--- config.mk ---
export PLATFORM = sky130hd
export DESIGN_NAME = dual_timer
export DESIGN_NICKNAME = d
export VERILOG_FILES = /design/src/shared/dual_timer_pkg.sv /design/src/shared/timer_unit_if.sv /design/src/hdl/timer_unit.sv /design/src/hdl/dual_timer.sv
export VERILOG_INCLUDE_DIRS = /design/src /design/src/shared
export SDC_FILE = /design/constraint.sdc
export NUM_CORES = 1
export LEC_CHECK = 0
export ABC_AREA = 1
export BUFFER_PORTS_ARGS = -buffer_cell sky130_fd_sc_hd__buf_2
export CAP_MARGIN = 40
export CORE_ASPECT_RATIO = 0.7
export CORE_UTILIZATION = 57
export DETAILED_ROUTE_END_ITERATION = 10
export PLACE_DENSITY_LB_ADDON = 0.3
export SYNTH_ARGS = -nofsm -noshare
export SYNTH_HDL_FRONTEND = slang
export SYNTH_SLANG_ARGS = --single-unit
--- constraint.sdc ---
create_clock -name aclk -period 2.3 [get_ports aclk]
set_input_delay 0.115 -clock aclk [delete_from_list [all_inputs] [get_ports aclk]]
set_output_delay 0.115 -clock aclk [all_outputs]
set_load 0.05 [all_outputs]
--- src/shared/dual_timer_consts.svh ---
// Register offsets, field positions, reset values and encodings of the dual timer.
`ifndef DUAL_TIMER_CONSTS_SVH
`define DUAL_TIMER_CONSTS_SVH

// Byte addresses of the register words.
`define OFF_LOWER_CTRL 8'h00
`define OFF_UPPER_CTRL 8'h04
`define OFF_LOWER_PERIOD 8'h08
`define OFF_UPPER_PERIOD 8'h0C
`define OFF_LOWER_DUTY 8'h10
`define OFF_UPPER_DUTY 8'h14
`define OFF_COUNT 8'h18
`define OFF_INT_STATUS 8'h1C
`define OFF_INT_MASK 8'h20
`define OFF_POWER_CFG 8'h24

// Control register fields.
`define CTRL_FF_BIT 7
`define CTRL_CLK_HI 6
`define CTRL_CLK_LO 4
`define CTRL_START_BIT 3
`define CTRL_MODE_HI 2
`define CTRL_MODE_LO 0

// Power configuration fields.
`define CFG_TAP_BIT 0
`define CFG_SLOW_BIT 1

// Reset values.
`define RST_CTRL 8'h00
`define RST_PERIOD 8'h00
`define RST_DUTY 8'h00
`define RST_CFG 2'h0
`define RST_INT 2'h0

// Mode codes.
`define MODE_TIMER 3'h0
`define MODE_DIVIDER 3'h1
`define MODE_PWM 3'h2
`define MODE_CASCADE 3'h3

// Clock select codes.
`define CLK_SLOW_TAP 3'h0
`define CLK_DIV7 3'h1
`define CLK_DIV5 3'h2
`define CLK_DIV3 3'h3
`define CLK_LOW_FREQ 3'h4
`define CLK_DIV1 3'h5
`define CLK_FULL 3'h6
`define CLK_PIN 3'h7

// AXI responses.
`define RESP_OKAY 2'h0
`define RESP_SLVERR 2'h2

`endif

--- src/shared/dual_timer_pkg.sv ---
// Types shared by the dual timer modules.
package dual_timer_pkg;

  // State of one 8-bit counting unit.
  typedef struct packed {
    logic [7:0] count;
  } unit_state_t;

  // State of the timer pair and its register slave.
  typedef struct packed {
    logic [7:0] lower_ctrl;
    logic [7:0] upper_ctrl;
    logic [7:0] lower_period;
    logic [7:0] upper_period;
    logic [7:0] lower_duty;
    logic [7:0] upper_duty;
    logic [1:0] power_cfg;
    logic [1:0] int_status;
    logic [1:0] int_mask;
    logic [10:0] prescaler;
    logic [2:0] low_div;
    logic [1:0] pin_prev;
    logic lower_ff;
    logic upper_ff;
    logic lower_start_prev;
    logic upper_start_prev;
    logic lower_irq_pulse;
    logic upper_irq_pulse;
    logic aw_got;
    logic w_got;
    logic [7:0] awaddr;
    logic [7:0] wdata;
    logic wstrb0;
    logic bvalid;
    logic [1:0] bresp;
    logic rvalid;
    logic [31:0] rdata;
    logic [1:0] rresp;
  } top_state_t;

endpackage

--- src/shared/timer_unit_if.sv ---
// Signals between the timer pair control and one 8-bit counting unit.
`timescale 1ns/100ps
`default_nettype none
interface timer_unit_if;
  logic tick;
  logic run;
  logic self_cmp;
  logic clear;
  logic [7:0] period;
  logic [7:0] count;
  logic match;
  logic carry;

  modport unit (input tick, run, self_cmp, clear, period, output count, match, carry);
  modport ctrl (output tick, run, self_cmp, clear, period, input count, match, carry);
endinterface
`default_nettype wire

--- src/hdl/timer_unit.sv ---
// One 8-bit up-counting unit with period compare and overflow carry.
`timescale 1ns/100ps
`default_nettype none
module timer_unit (
  input wire logic aclk,
  input wire logic aresetn,
  timer_unit_if.unit port_if
);
  dual_timer_pkg::unit_state_t state_reg;
  dual_timer_pkg::unit_state_t state_next;
  logic [7:0] count_inc;

  assign count_inc = state_reg.count + 8'h01;

  // A match is taken on the tick that would bring the count to the period.
  assign port_if.match = port_if.run & port_if.tick & port_if.self_cmp &
                         (count_inc == port_if.period);
  // Overflow from 0xFF feeds the upper unit in cascaded operation.
  assign port_if.carry = port_if.run & port_if.tick & (state_reg.count == 8'hFF);
  assign port_if.count = state_reg.count;

  // Stopped units hold zero; a match or an external clear restarts from zero.
  always_comb begin
    state_next = state_reg;
    if (!port_if.run || port_if.clear) begin
      state_next.count = 8'h00;
    end else if (port_if.match) begin
      state_next.count = 8'h00;
    end else if (port_if.tick) begin
      state_next.count = count_inc;
    end
  end

  // State register.
  always_ff @(posedge aclk) begin
    if (!aresetn) begin
      state_reg <= '0;
    end else begin
      state_reg <= state_next;
    end
  end
endmodule
`default_nettype wire

--- src/hdl/dual_timer.sv ---
// Cascadable pair of 8-bit timer/counters with an AXI4-Lite register slave.
// Operation
// - Upper byte cascade clocks on lower overflow.
// - Cascade uses lower clock, upper start and init.
// - Units support timer, divider and 16-bit cascade modes; PWM mode and the duty registers have no logic.
// - Timer counts, matches period, interrupts, clears.
// - Period writes take effect at once.
// - Clock select code maps to prescaler taps.
//
// Local design decisions: the AXI4-Lite slave port and the address map.
`include "dual_timer_consts.svh"
`timescale 1ns/100ps
`default_nettype none
module dual_timer (
  input wire logic aclk,
  input wire logic aresetn,
  input wire logic [7:0] s_axi_awaddr,
  input wire logic s_axi_awvalid,
  output logic s_axi_awready,
  input wire logic [31:0] s_axi_wdata,
  input wire logic [3:0] s_axi_wstrb,
  input wire logic s_axi_wvalid,
  output logic s_axi_wready,
  output logic [1:0] s_axi_bresp,
  output logic s_axi_bvalid,
  input wire logic s_axi_bready,
  input wire logic [7:0] s_axi_araddr,
  input wire logic s_axi_arvalid,
  output logic s_axi_arready,
  output logic [31:0] s_axi_rdata,
  output logic [1:0] s_axi_rresp,
  output logic s_axi_rvalid,
  input wire logic s_axi_rready,
  input wire logic low_freq_tick,
  input wire logic lower_pin,
  input wire logic upper_pin,
  output logic lower_match_interrupt,
  output logic upper_match_interrupt,
  output logic lower_divider_output_pin,
  output logic upper_divider_output_pin,
  output logic irq
);
  dual_timer_pkg::top_state_t state_reg;
  dual_timer_pkg::top_state_t state_next;
  timer_unit_if lower_if ();
  timer_unit_if upper_if ();

  logic low8_tick;
  logic lower_fall;
  logic upper_fall;
  logic cascade;
  logic upper_start;
  logic [15:0] count16_inc;
  logic match16;
  logic lower_event;
  logic upper_event;
  logic wr_fire;
  logic rd_fire;

  ////////////////////////////////////////////////////////////////////////////
  // Helper functions.

  // Tells whether a byte address is one of the register words.
  function automatic logic addr_ok(input logic [7:0] addr);
    addr_ok = (addr[1:0] == 2'h0) && (addr <= `OFF_POWER_CFG);
  endfunction

  // Picks the counting tick for a clock select code.
  function automatic logic src_tick(input logic [2:0] sel, input logic [10:0] pre,
                                    input logic slow_tap, input logic low8,
                                    input logic low1, input logic pin_fall);
    case (sel)
      `CLK_SLOW_TAP: src_tick = slow_tap ? low8 : (pre == 11'h7FF);
      `CLK_DIV7: src_tick = (pre[6:0] == 7'h7F);
      `CLK_DIV5: src_tick = (pre[4:0] == 5'h1F);
      `CLK_DIV3: src_tick = (pre[2:0] == 3'h7);
      `CLK_LOW_FREQ: src_tick = low1;
      `CLK_DIV1: src_tick = pre[0];
      `CLK_FULL: src_tick = 1'b1;
      default: src_tick = pin_fall;
    endcase
  endfunction

  ////////////////////////////////////////////////////////////////////////////
  // Counting units.

  timer_unit lower_unit (
    .aclk(aclk),
    .aresetn(aresetn),
    .port_if(lower_if)
  );

  timer_unit upper_unit (
    .aclk(aclk),
    .aresetn(aresetn),
    .port_if(upper_if)
  );

  // Source ticks: the low-frequency clock divided by eight and pin falling edges.
  assign low8_tick = low_freq_tick & (state_reg.low_div == 3'h7);
  assign lower_fall = state_reg.pin_prev[0] & ~lower_pin;
  assign upper_fall = state_reg.pin_prev[1] & ~upper_pin;

  // Cascade when lower is in mode 011 and upper selects an upper-byte mode.
  assign cascade = (state_reg.lower_ctrl[`CTRL_MODE_HI:`CTRL_MODE_LO] == `MODE_CASCADE) &&
                   state_reg.upper_ctrl[`CTRL_MODE_HI];
  assign upper_start = state_reg.upper_ctrl[`CTRL_START_BIT];

  // Unit steering; periods are read straight from the registers.
  assign lower_if.run = cascade ? upper_start : state_reg.lower_ctrl[`CTRL_START_BIT];
  assign upper_if.run = upper_start;
  assign lower_if.tick = src_tick(state_reg.lower_ctrl[`CTRL_CLK_HI:`CTRL_CLK_LO],
                                  state_reg.prescaler,
                                  state_reg.power_cfg[`CFG_TAP_BIT] |
                                  state_reg.power_cfg[`CFG_SLOW_BIT],
                                  low8_tick, low_freq_tick, lower_fall);
  assign upper_if.tick = cascade ? lower_if.carry :
                         src_tick(state_reg.upper_ctrl[`CTRL_CLK_HI:`CTRL_CLK_LO],
                                  state_reg.prescaler,
                                  state_reg.power_cfg[`CFG_TAP_BIT] |
                                  state_reg.power_cfg[`CFG_SLOW_BIT],
                                  low8_tick, low_freq_tick, upper_fall);
  assign lower_if.self_cmp = ~cascade;
  assign upper_if.self_cmp = ~cascade;
  assign lower_if.period = state_reg.lower_period;
  assign upper_if.period = state_reg.upper_period;

  // The 16-bit compare runs on the lower tick and clears both bytes.
  assign count16_inc = {upper_if.count, lower_if.count} + 16'h0001;
  assign match16 = cascade && upper_start && lower_if.tick &&
                   (count16_inc == {state_reg.upper_period, state_reg.lower_period});
  assign lower_if.clear = match16;
  assign upper_if.clear = match16;
  assign lower_event = lower_if.match;
  assign upper_event = cascade ? match16 : upper_if.match;

  // Register bus handshake terms.
  assign wr_fire = state_reg.aw_got && state_reg.w_got && !state_reg.bvalid;
  assign rd_fire = s_axi_arvalid && !state_reg.rvalid;

  ////////////////////////////////////////////////////////////////////////////
  // Next-state logic.

  always_comb begin
    state_next = state_reg;
    state_next.prescaler = state_reg.prescaler + 11'h001;
    state_next.low_div = state_reg.low_div + {2'h0, low_freq_tick};
    state_next.pin_prev = {upper_pin, lower_pin};
    state_next.lower_start_prev = lower_if.run;
    state_next.upper_start_prev = upper_start;

    // Output flip-flops load their init bit on start and toggle in divider mode.
    if (lower_if.run && !state_reg.lower_start_prev) begin
      state_next.lower_ff = cascade ? state_reg.upper_ctrl[`CTRL_FF_BIT]
                                    : state_reg.lower_ctrl[`CTRL_FF_BIT];
    end else if (lower_event &&
                 state_reg.lower_ctrl[`CTRL_MODE_HI:`CTRL_MODE_LO] == `MODE_DIVIDER) begin
      state_next.lower_ff = ~state_reg.lower_ff;
    end
    if (upper_start && !state_reg.upper_start_prev) begin
      state_next.upper_ff = state_reg.upper_ctrl[`CTRL_FF_BIT];
    end else if (upper_event && !cascade &&
                 state_reg.upper_ctrl[`CTRL_MODE_HI:`CTRL_MODE_LO] == `MODE_DIVIDER) begin
      state_next.upper_ff = ~state_reg.upper_ff;
    end

    // Match pulses last one cycle each.
    state_next.lower_irq_pulse = lower_event;
    state_next.upper_irq_pulse = upper_event;

    // Write address and data are taken in either order.
    if (s_axi_awvalid && s_axi_awready) begin
      state_next.aw_got = 1'b1;
      state_next.awaddr = s_axi_awaddr;
    end
    if (s_axi_wvalid && s_axi_wready) begin
      state_next.w_got = 1'b1;
      state_next.wdata = s_axi_wdata[7:0];
      state_next.wstrb0 = s_axi_wstrb[0];
    end

    // Register write once both halves are held.
    if (wr_fire) begin
      state_next.aw_got = 1'b0;
      state_next.w_got = 1'b0;
      state_next.bvalid = 1'b1;
      state_next.bresp = addr_ok(state_reg.awaddr) ? `RESP_OKAY : `RESP_SLVERR;
      if (state_reg.wstrb0) begin
        case (state_reg.awaddr)
          `OFF_LOWER_CTRL: state_next.lower_ctrl = state_reg.wdata;
          `OFF_UPPER_CTRL: state_next.upper_ctrl = state_reg.wdata;
          `OFF_LOWER_PERIOD: state_next.lower_period = state_reg.wdata;
          `OFF_UPPER_PERIOD: state_next.upper_period = state_reg.wdata;
          `OFF_LOWER_DUTY: state_next.lower_duty = state_reg.wdata;
          `OFF_UPPER_DUTY: state_next.upper_duty = state_reg.wdata;
          `OFF_INT_STATUS: state_next.int_status = state_reg.int_status & ~state_reg.wdata[1:0];
          `OFF_INT_MASK: state_next.int_mask = state_reg.wdata[1:0];
          `OFF_POWER_CFG: state_next.power_cfg = state_reg.wdata[1:0];
          default: state_next.bresp = state_reg.bvalid ? state_reg.bresp : state_next.bresp;
        endcase
      end
    end else if (state_reg.bvalid && s_axi_bready) begin
      state_next.bvalid = 1'b0;
    end

    // Sticky status bits; a new match wins over a clear in the same cycle.
    state_next.int_status = state_next.int_status | {upper_event, lower_event};

    // Register read, answered one cycle after the address is taken.
    if (rd_fire) begin
      state_next.rvalid = 1'b1;
      state_next.rresp = addr_ok(s_axi_araddr) ? `RESP_OKAY : `RESP_SLVERR;
      case (s_axi_araddr)
        `OFF_LOWER_CTRL: state_next.rdata = {24'h000000, state_reg.lower_ctrl};
        `OFF_UPPER_CTRL: state_next.rdata = {24'h000000, state_reg.upper_ctrl};
        `OFF_LOWER_PERIOD: state_next.rdata = {24'h000000, state_reg.lower_period};
        `OFF_UPPER_PERIOD: state_next.rdata = {24'h000000, state_reg.upper_period};
        `OFF_LOWER_DUTY: state_next.rdata = {24'h000000, state_reg.lower_duty};
        `OFF_UPPER_DUTY: state_next.rdata = {24'h000000, state_reg.upper_duty};
        `OFF_COUNT: state_next.rdata = {16'h0000, upper_if.count, lower_if.count};
        `OFF_INT_STATUS: state_next.rdata = {30'h00000000, state_reg.int_status};
        `OFF_INT_MASK: state_next.rdata = {30'h00000000, state_reg.int_mask};
        `OFF_POWER_CFG: state_next.rdata = {30'h00000000, state_reg.power_cfg};
        default: state_next.rdata = 32'h00000000;
      endcase
    end else if (state_reg.rvalid && s_axi_rready) begin
      state_next.rvalid = 1'b0;
    end
  end

  ////////////////////////////////////////////////////////////////////////////
  // State register.

  always_ff @(posedge aclk) begin
    if (!aresetn) begin
      state_reg <= '0;
      state_reg.lower_ctrl <= `RST_CTRL;
      state_reg.upper_ctrl <= `RST_CTRL;
      state_reg.lower_period <= `RST_PERIOD;
      state_reg.upper_period <= `RST_PERIOD;
      state_reg.lower_duty <= `RST_DUTY;
      state_reg.upper_duty <= `RST_DUTY;
      state_reg.power_cfg <= `RST_CFG;
      state_reg.int_status <= `RST_INT;
      state_reg.int_mask <= `RST_INT;
    end else begin
      state_reg <= state_next;
    end
  end

  ////////////////////////////////////////////////////////////////////////////
  // Outputs.

  assign s_axi_awready = !state_reg.aw_got && !state_reg.bvalid;
  assign s_axi_wready = !state_reg.w_got && !state_reg.bvalid;
  assign s_axi_bvalid = state_reg.bvalid;
  assign s_axi_bresp = state_reg.bresp;
  assign s_axi_arready = !state_reg.rvalid;
  assign s_axi_rvalid = state_reg.rvalid;
  assign s_axi_rdata = state_reg.rdata;
  assign s_axi_rresp = state_reg.rresp;
  assign lower_match_interrupt = state_reg.lower_irq_pulse;
  assign upper_match_interrupt = state_reg.upper_irq_pulse;
  // The divider pins show the inverse of the output flip-flops.
  assign lower_divider_output_pin = ~state_reg.lower_ff;
  assign upper_divider_output_pin = ~state_reg.upper_ff;
  assign irq = |(state_reg.int_status & state_reg.int_mask);
endmodule
`default_nettype wire

Word level (Yosys, flattened, before mapping):

Index checks and enable logic that the tools add are counted.

* flip-flop bits (word level): 149
* bits in latches: 0
* bits in writable memories: 0
* bits in read-only memories: 0
* bits of input ports: 62
* output and inout bits: 46
* logic and storage cells: 180
* memories kept: 0

* $add $sub $neg: 5
* multiply operators: 0
* div/mod/pow operators: 0
* $lt $le $gt $ge: 2
* eq/ne operators: 42
* shift operators: 0
* muxes and demuxes: 25
* bitwise gates (word level): 21
* reduce and logical (&&, ||, !) cells: 55

Operator list (number)
* case mux 16 bit (10 select lines): 1
* equality test 8 x 5 -> 1 bit (second input constant): 7
* equality test 8 x 4 -> 1 bit (second input constant): 4
* equality test 8 x 6 -> 1 bit (second input constant): 4
* equality test 3 bit (second input constant): 8
* AND reduction 3 bit: 8
* logical AND 1 bit: 20
* adder 16 x 1 -> 16 bit (second input constant): 1
* adder 8 x 1 -> 8 bit (second input constant): 2
* equality test 16 bit: 1
* equality test 8 x 3 -> 1 bit (second input constant): 2
* equality test 8 bit: 2
* less-or-equal comparator 8 x 6 -> 1 bit (second input constant): 2
* zero test 8 bit: 2
* equality test 3 x 2 -> 1 bit (second input constant): 5
* 2-to-1 mux 2 bit: 7
* case mux 1 bit (7 select lines): 2
* 2-to-1 mux 1 bit: 13
* equality test 3 x 1 -> 1 bit (second input constant): 4
* adder 11 x 1 -> 11 bit (second input constant): 1
* equality test 11 bit (second input constant): 1
* AND 1 bit: 10
* zero test 1 bit: 9
* OR reduction 9 bit: 1
* other kinds (18): 33

Longest topological paths before layout:

Gate-level depths: netlist (run 1).

* depth in word-level cells: 15
* gate-level depth with buffers: 15

Modules after synthesis:

Synthesis (run 1) repeated with hierarchy kept, for this count alone.

* cell total of the unflattened synthesis: 1097
* area, all modules: 7494.7 um2

By module, submodules not included
* dual_timer: instances 1, cells an instance 875, area each 6063.3 um2, sequential area each 2302.2 um2
* timer_unit: instances 2, cells an instance 111, area each 715.7 um2, sequential area each 160.2 um2

Worst setup path after synthesis (run 1):

No wires, ideal clock.

* kind: reg-to-reg
* start point: reg state_reg (netlist bit s_axi_bvalid)
* end point: reg state_reg[38] in the netlist's numbering
* library setup time: 0.116 ns
* arrival: 2.032 ns
* data required time: 2.184 ns
* path slack: 0.152 ns
* stages on the path, launching flop included: 6
* clock period less this slack: 2.148 ns
* cell sequence: dfxtp_1 -> nor2_1 -> nand2_1 -> clkbuf_1 -> o21ai_0 -> nor2_1

* word-level cells in the longest chain between the ends: 3

RTL lines
* from (decl): RTL line dual_timer.sv:43 `dual_timer_pkg::top_state_t state_reg;`
* from (signal assigned): RTL line dual_timer.sv:247 `state_reg <= state_next;`
* zero test 1 bit: RTL line dual_timer.sv:255 `assign s_axi_wready = !state_reg.w_got && !state_reg.bvalid;`
* logical AND 1 bit: RTL line dual_timer.sv:255
* net s_axi_wready: RTL line dual_timer.sv:23 `output logic s_axi_wready,`
* logical AND 1 bit: RTL line dual_timer.sv:176 `if (s_axi_wvalid && s_axi_wready) begin`

The timed path passes the listed nets, and every way through them passes these cells.
A chain may end at the register's enable or synchronous reset.

Worst setup path after layout (run 1):

* start point: reg state_reg[68] in the netlist's numbering
* end point: reg state_reg[82] in the netlist's numbering

* word-level cells in the longest chain between the ends: 11

RTL lines
* equality test 11 bit: RTL line dual_timer.sv:73 `` `CLK_SLOW_TAP: src_tick = slow_tap ? low8 : (pre == 11'h7FF); ``
* 2-to-1 mux 1 bit: RTL line dual_timer.sv:73
* case mux 1 bit (7 select lines): RTL line dual_timer.sv:72 `case (sel)`
* AND 1 bit (2 in series): RTL line timer_unit.sv:19 `assign port_if.carry = port_if.run & port_if.tick & (state_reg.count == 8'hFF);`
* 2-to-1 mux 1 bit: RTL line dual_timer.sv:117 `assign upper_if.tick = cascade ? lower_if.carry :`
* AND 1 bit (3 in series): RTL line timer_unit.sv:16 `assign port_if.match = port_if.run & port_if.tick & port_if.self_cmp &`
* 2-to-1 mux 1 bit *: RTL line dual_timer.sv:135 `assign upper_event = cascade ? match16 : upper_if.match;`
* OR 2 bit *: RTL line dual_timer.sv:207 `state_next.int_status = state_next.int_status | {upper_event, lower_event};`

Mark *: on every way between the ends. The rest lies on a longest branch, timed or not.

==> impl_metrics.yaml, run 1 <==
run_status:
  outcome: "finished clean"
drt:
  routed-wl-met3_um: 1470
  drt_iter0_markers: 687
  firstDrtPassIters: 5
  met2_length_um: 7500
  wl_um: 17300
  postRouteAntennaNets: 0
  route.vias.total: 6492
  drc_errors: 0
  viasPerCell: 5.46
  drt-wirelength-per-cell_um: 14.5
  wl_met1_um: 8020
  highest-signal-layer: "met4"
pwr:
  power.share.clock_pct: 47.6
  switching_power_mw: 1.38
  ir_drop_mv: 0.552
  switching_share_pct: 26.2
  power.total_mw: 5.28
  p_int_mw: 3.89
  combPwrFrac_pct: 8.0
  power_leakage_nw: 3.28
  pwr-share-seq_pct: 44.5
  powerDensity_nw_per_um2: 680
yosys:
  yosysWarningCount: 0
  ys_types: 42
  synthXorXnorAreaFrac_pct: 2.85
  async_reset_ff_share_pct: 0
  ys_ff_latch: 131
  yosys-top-cells-area: "dfxtp_1 39%, nand2_1 9.3%, o21ai_0 6.9%"
  synth_compound_area_share_pct: 17.0
  synth_top_family_by_area: "simple AND/OR/NAND/NOR gates"
  seq_area_frac_synth_pct: 38.8
  synth-edff-count: 0
  syn_area_um2: 6750
  synth.avg_cell_area_um2: 7.03
  synthAdderAreaFrac_pct: 1.30
  synthFlopType: "dfxtp_1"
  yosysTopAreaCell: "dfxtp_1"
  yosys.area.top_type_share_pct: 38.8
  synth.area.mux_share_pct: 0
  syn_inst: 960
  synth-simple-area-share_pct: 26.9
sta:
  final-hold-violation-count: 0
  rsz0062_at_grt: "false"
  tns_ns: 0
  max_slew.worst_pin.slew_ns: 0.683
  fmax_mhz: 470
  slew_violations: 0
  setup-violations-final: 0
  fin_crit_sh_pct: 92.5
  finClkSkew_ns: 0.00711
  whs_ns: 0.00507
  slew_headroom_pct: 54.4
  min_period_ns: 2.13
floorplan:
  core_um2: 11300
  num_rows: 32
  die_w_um: 132
  num_io_pins: 108
  dieHeight_um: 93.1
  dieArea_um2: 12300
  start_util_pct: 60.0
final_layout:
  finalInstanceArea_um2: 7760
  regArea_um2: 2620
  final_nets: 1093
  multi_input_area_um2: 3330
  drive_above_1_share_pct: 14.0
  area_growth_pct: 14.9
  diodes: 0
  largest_register_ffs: 76
  nFillCells: 949
clock_network:
  cts.htree.levels: 4
  cts_setup_buffers: 0
  clk_pin_slew_ns: 0.06
  cts.sinks: 131
  tritoncts: "yes"
  cts_buffer_depth: 2
  numCtsBuffers: 17
  clk-insertion-delay-late_ns: 0.42
  cts_root_buffer: "clkbuf_16"
setup_path:
  worstPathCellList: "ha_1, nand3_1, inv_1, ha_1, inv_1, nor2_1, a21oi_1, nand4_1, nand2_1, nand2_4, nand2_2, nand2_2, nand2_2, nand2_1"
  path_delay_family: "simple AND/OR/NAND/NOR gates"
  worstPathArrival_ns: 2.44
  reg2reg_to: "state_reg[82]$_SDFF_PN0_"
  start_kind: "flop"
  cp.depth: 14
  critPathMaxFanout: 15
  r2r_cells: 14
  cp.required_ns: 2.61
  crit_slowest_cell: "dfxtp_1"
  cp-startpoint: "state_reg[68]$_SDFF_PN0_"
  max_stage_delay_ns: 0.34
  rrSetupSlack_ns: 0.17
  crit_buf_inv: 2
  crit_type: "flop to flop"
  cp-endpoint: "state_reg[82]$_SDFF_PN0_"
  cp_common_cell: "nand2_2"
  endpoint_kind: "flop"
  r2r-start: "state_reg[68]$_SDFF_PN0_"
hold_path:
  hp-class: "input pin to flop"
run:
  max-cap-violations: 0
global_route:
  grt_pass1_vias: 5913
  grt_overflow: 0
  antenna_found_initial: 0
  grt_max_degree: 80
  grt_pass1_wl_um: 28700
  grtUsageTotal_pct: 29.9
place:
  dp_hpwl_um: 12200
  gp_congestion: 0.930
  place_area_um2: 7000
  port_buffers: 62
-- Yosys cell counts (all sizes together), types with 4 or more instances --
master  count
xnor2       8
o211ai      4
xor2       14
o21ai      98
nor3       16
clkbuf     16
a211oi      8
dfxtp     131
clkinv      4
nor2      108
inv       120
o22ai       4
ha          7
nand3      78
a21oi      92
nand2     172
buf        50
nand4      13
-- tightest hold or removal path, cell delays in order --
cell and delay (ns):
buf_2 0.08, o21ai_0 0.08, a21oi_1 0.11
-- final cells by class --
| class | instances | area share [%] |
|---|---|---|
| Timing Repair Buffer | 94 | 7.74 |
| Sequential cell | 131 | 33.8 |
| Clock inverter | 11 | 1.02 |
| Inverter | 124 | 6.01 |
| Multi-Input combinational cell | 656 | 42.9 |
| Clock buffer | 21 | 6.06 |
| Tap cell | 153 | 2.47 |
-- cell usage in the layout (no fill, tap or decap), types with 13 or more instances in the layout --
cell             n
a21oi_1         92
clkbuf_16       17
inv_1          117
o21ai_0         92
nand2_1        165
nor2_1          93
dlygate4sd3_1   20
nand3_1         71
buf_2           62
xor2_1          14
conb_1          18
dfxtp_1        131
nand4_1         13
-- power groups by stage --
stage          logic, mW  registers, mW  clock network, mW
2_1_floorplan      0.304           2.40                  0
3_3_place_gp       0.381           2.39                  0
3_5_place_dp       0.385           2.40                  0
4_1_cts            0.413           2.35               2.51
5_1_grt            0.458           2.35               2.63
6_report           0.420           2.35               2.51
-- timing repair --
item                                    in CTS  in global routing
resized for setup                            0                  6
hold buffers                                20                  0
endpoints found under the hold margin       19                  0
endpoints found under the setup margin       0                 22
-- cells by family after synthesis --
family                     Yosys count
AOI/OAI and AO/OA                  216
xor gates and xnor gates            22
adders and majority gates            7
buffers and inverters              190
DFF                                131
other                                1
and+or+nand+nor                    393
-- stage by stage --
step | util [%] | worst slack (ns) | instances
2_1_floorplan | - | 0.152 | 977
3_3_place_gp | 62.2 | 0.145 | 1138
3_5_place_dp | 62.2 | 0.0920 | 1138
4_1_cts | 68.8 | 0.0342 | 1190
5_1_grt | 69.0 | 0.00904 | 1190
6_report | 69.0 | 0.173 | 1190
-- metal layers --
metal | up-vias | track usage, %
met5 | - | 0
met4 | 0 | 9.40
met3 | 33 | 6.34
met2 | 277 | 47.4
met1 | 2958 | 40.6
li1 | 3224 | -
-- worst min-delay path by stage --
| stage | start | end | cells after the start |
|---|---|---|---|
| after floorplan | lower_pin | state_reg[63]$_SDFF_PN0_ | 2 |
| after global placement | upper_pin | state_reg[64]$_SDFF_PN0_ | 3 |
| after detailed placement | upper_pin | state_reg[64]$_SDFF_PN0_ | 3 |
| after CTS | s_axi_araddr[0] | s_axi_rresp[1]$_SDFFE_PN0P_ | 3 |
| after global routing | s_axi_rready | s_axi_rvalid$_SDFFE_PN0P_ | 3 |
| final | s_axi_wdata[0] | state_reg[39]$_SDFFE_PN0P_ | 3 |
(Power assumes the default switching activity.)
==> run 2: changes to the inputs <==
Settings changed: HOLD_SLACK_MARGIN set to 0.1.
==> run 2 against run 1 <==
Core utilization increased by 0.57 points. Clock-buffer cell count unchanged. Critical path depth shrank 7. Sequential cell count unchanged. Routed wire length is 1.0% higher. First-iteration DRC count is 10% higher. Fmax down 2.0%.
==> impl_metrics.yaml, run 2 (synthesis gave the netlist of run 1 again) <==
setup_path:
  path_delay_family: "buffers and inverters"
  max_stage_delay_ns: 0.57
  crit_buf_inv: 4
  start_kind: "flop"
  endpoint_kind: "flop"
  cp.required_ns: 2.60
  crit_slowest_cell: "dlygate4sd3_1"
  critPathMaxFanout: 19
  worstPathArrival_ns: 2.48
  crit_type: "flop to flop"
  worstPathCellList: "inv_1, nand2_1, buf_4, clkinvlp_4, o21ai_0, a31oi_1, dlygate4sd3_1"
place:
  dp_hpwl_um: 12200
  port_buffers: 62
  placed_cells: 1138
  gp_congestion: 0.930
drt:
  wl_um: 17400
  viasPerCell: 5.44
  drt_iter0_markers: 757
  drt-wirelength-per-cell_um: 14.6
  drc_errors: 0
  firstDrtPassIters: 7
  postRouteAntennaNets: 0
  route.vias.total: 6510
sta:
  slew_violations: 0
  min_period_ns: 2.17
  final-hold-violation-count: 0
  slew_headroom_pct: 53.4
  fin_crit_sh_pct: 94.4
  finClkSkew_ns: 0.00803
  max_slew.worst_pin.slew_ns: 0.699
  rsz0062_at_grt: "false"
  setup-violations-final: 0
  tns_ns: 0
  fmax_mhz: 461
floorplan:
  core_um2: 11300
  start_util_pct: 60.0
  num_io_pins: 108
  dieArea_um2: 12300
  die_w_um: 132
  num_rows: 32
  dieHeight_um: 93.1
final_layout:
  final_nets: 1099
  regArea_um2: 2620
  area_growth_pct: 15.9
  multi_input_area_um2: 3330
  finalCoreUtilization_pct: 69.5
  final_common_cell: "nand2_1"
  nFillCells: 937
  fin_cells: 1196
  layout_common_cells: "165 x nand2_1, 131 x dfxtp_1, 117 x inv_1, 93 x nor2_1"
  drive_above_1_share_pct: 14.0
  diodes: 0
  largest_register_ffs: 76
global_route:
  top_usage_layer: "met2"
  grt_util_met2_pct: 48.1
  grt_max_degree: 80
  antenna_found_initial: 0
  grt.met1_usage_pct: 40.9
  grt_pass1_vias: 5970
  grtUsageTotal_pct: 30.2
  use_met3_pct: 6.34
  grt_pass1_wl_um: 28900
  grt_overflow: 0
hold_path:
  hp-class: "input pin to flop"
clock_network:
  numCtsBuffers: 17
  clk_pin_slew_ns: 0.06
  tritoncts: "yes"
  cts.sinks: 131
  cts_root_buffer: "clkbuf_16"
  cts_buffer_depth: 2
  cts_setup_buffers: 0
  clk-insertion-delay-late_ns: 0.42
  cts.htree.levels: 4
pwr:
  powerDensity_nw_per_um2: 676
  ir_drop_mv: 0.546
  power_leakage_nw: 3.31
run_status:
  outcome: "finished clean"
run:
  max-cap-violations: 0
## run 2: cell types whose count changed in the layout (fill, tap and decap cells not counted)
cell           change
dlygate4sd3_1      +6
clkinv_1           -1
clkinvlp_4         +1
## run 2: final cells by class
class                           instances  share of cell area [%]
Timing Repair Buffer                  100                    8.44
Clock inverter                         11                    1.01
Clock buffer                           21                    6.01
Multi-Input combinational cell        656                    42.6
Tap cell                              153                    2.45
Sequential cell                       131                    33.5
Inverter                              124                    6.01
## run 2: path summary, 6_finish.rpt
check                           slack (ns)                         from  depth (start not counted)                          end
worst min-delay path                  0.18                s_axi_arvalid                          5  s_axi_rdata[0]$_SDFFE_PN0P_
worst max-delay path                  0.13    s_axi_rvalid$_SDFFE_PN0P_                          7  s_axi_rresp[1]$_SDFFE_PN0P_
worst max register to register        0.13    s_axi_rvalid$_SDFFE_PN0P_                          7  s_axi_rresp[1]$_SDFFE_PN0P_
worst min register to register        0.46  s_axi_rdata[0]$_SDFFE_PN0P_                          2  s_axi_rdata[0]$_SDFFE_PN0P_
## run 2: power by group
group	switching, mW	total, mW	internal, mW
combinational	0.316	0.433	0.117
sequential	0.0267	2.35	2.32
clock	1.04	2.51	1.47
## run 2: through the flow
stage | hold slack [ns] | setup slack (ns) | power (mW) | instance area [um2]
floorplan | 0.208 | 0.152 | 2.70 | 6820
global placement | 0.319 | 0.145 | 2.78 | 7000
finish | 0.182 | 0.128 | 5.29 | 7820
detailed placement | 0.314 | 0.0920 | 2.78 | 7000
global route | 0.209 | 0.00893 | 5.45 | 7820
CTS | 0.165 | 0.0342 | 5.28 | 7800
## run 2: tightest hold or removal path, delay by kind of cell
| family | cells | cell delay, ns |
|---|---|---|
| buffers and inverters | 2 | 0.26 |
| AOI/OAI and AO/OA | 1 | 0.05 |
| and+or+nand+nor | 2 | 0.11 |
## run 2: timing repair
action                     in CTS  in global routing
hold endpoints to repair       23                  0
hold buffers                   26                  0
gates resized for setup         0                  7
setup endpoints to repair       0                 23
## run 2: per-layer routing
layer,share of wire (%),vias up
met2,44,256
li1,-,3240
met4,1.5,0
met5,0,-
met1,46,2986
met3,8.6,28
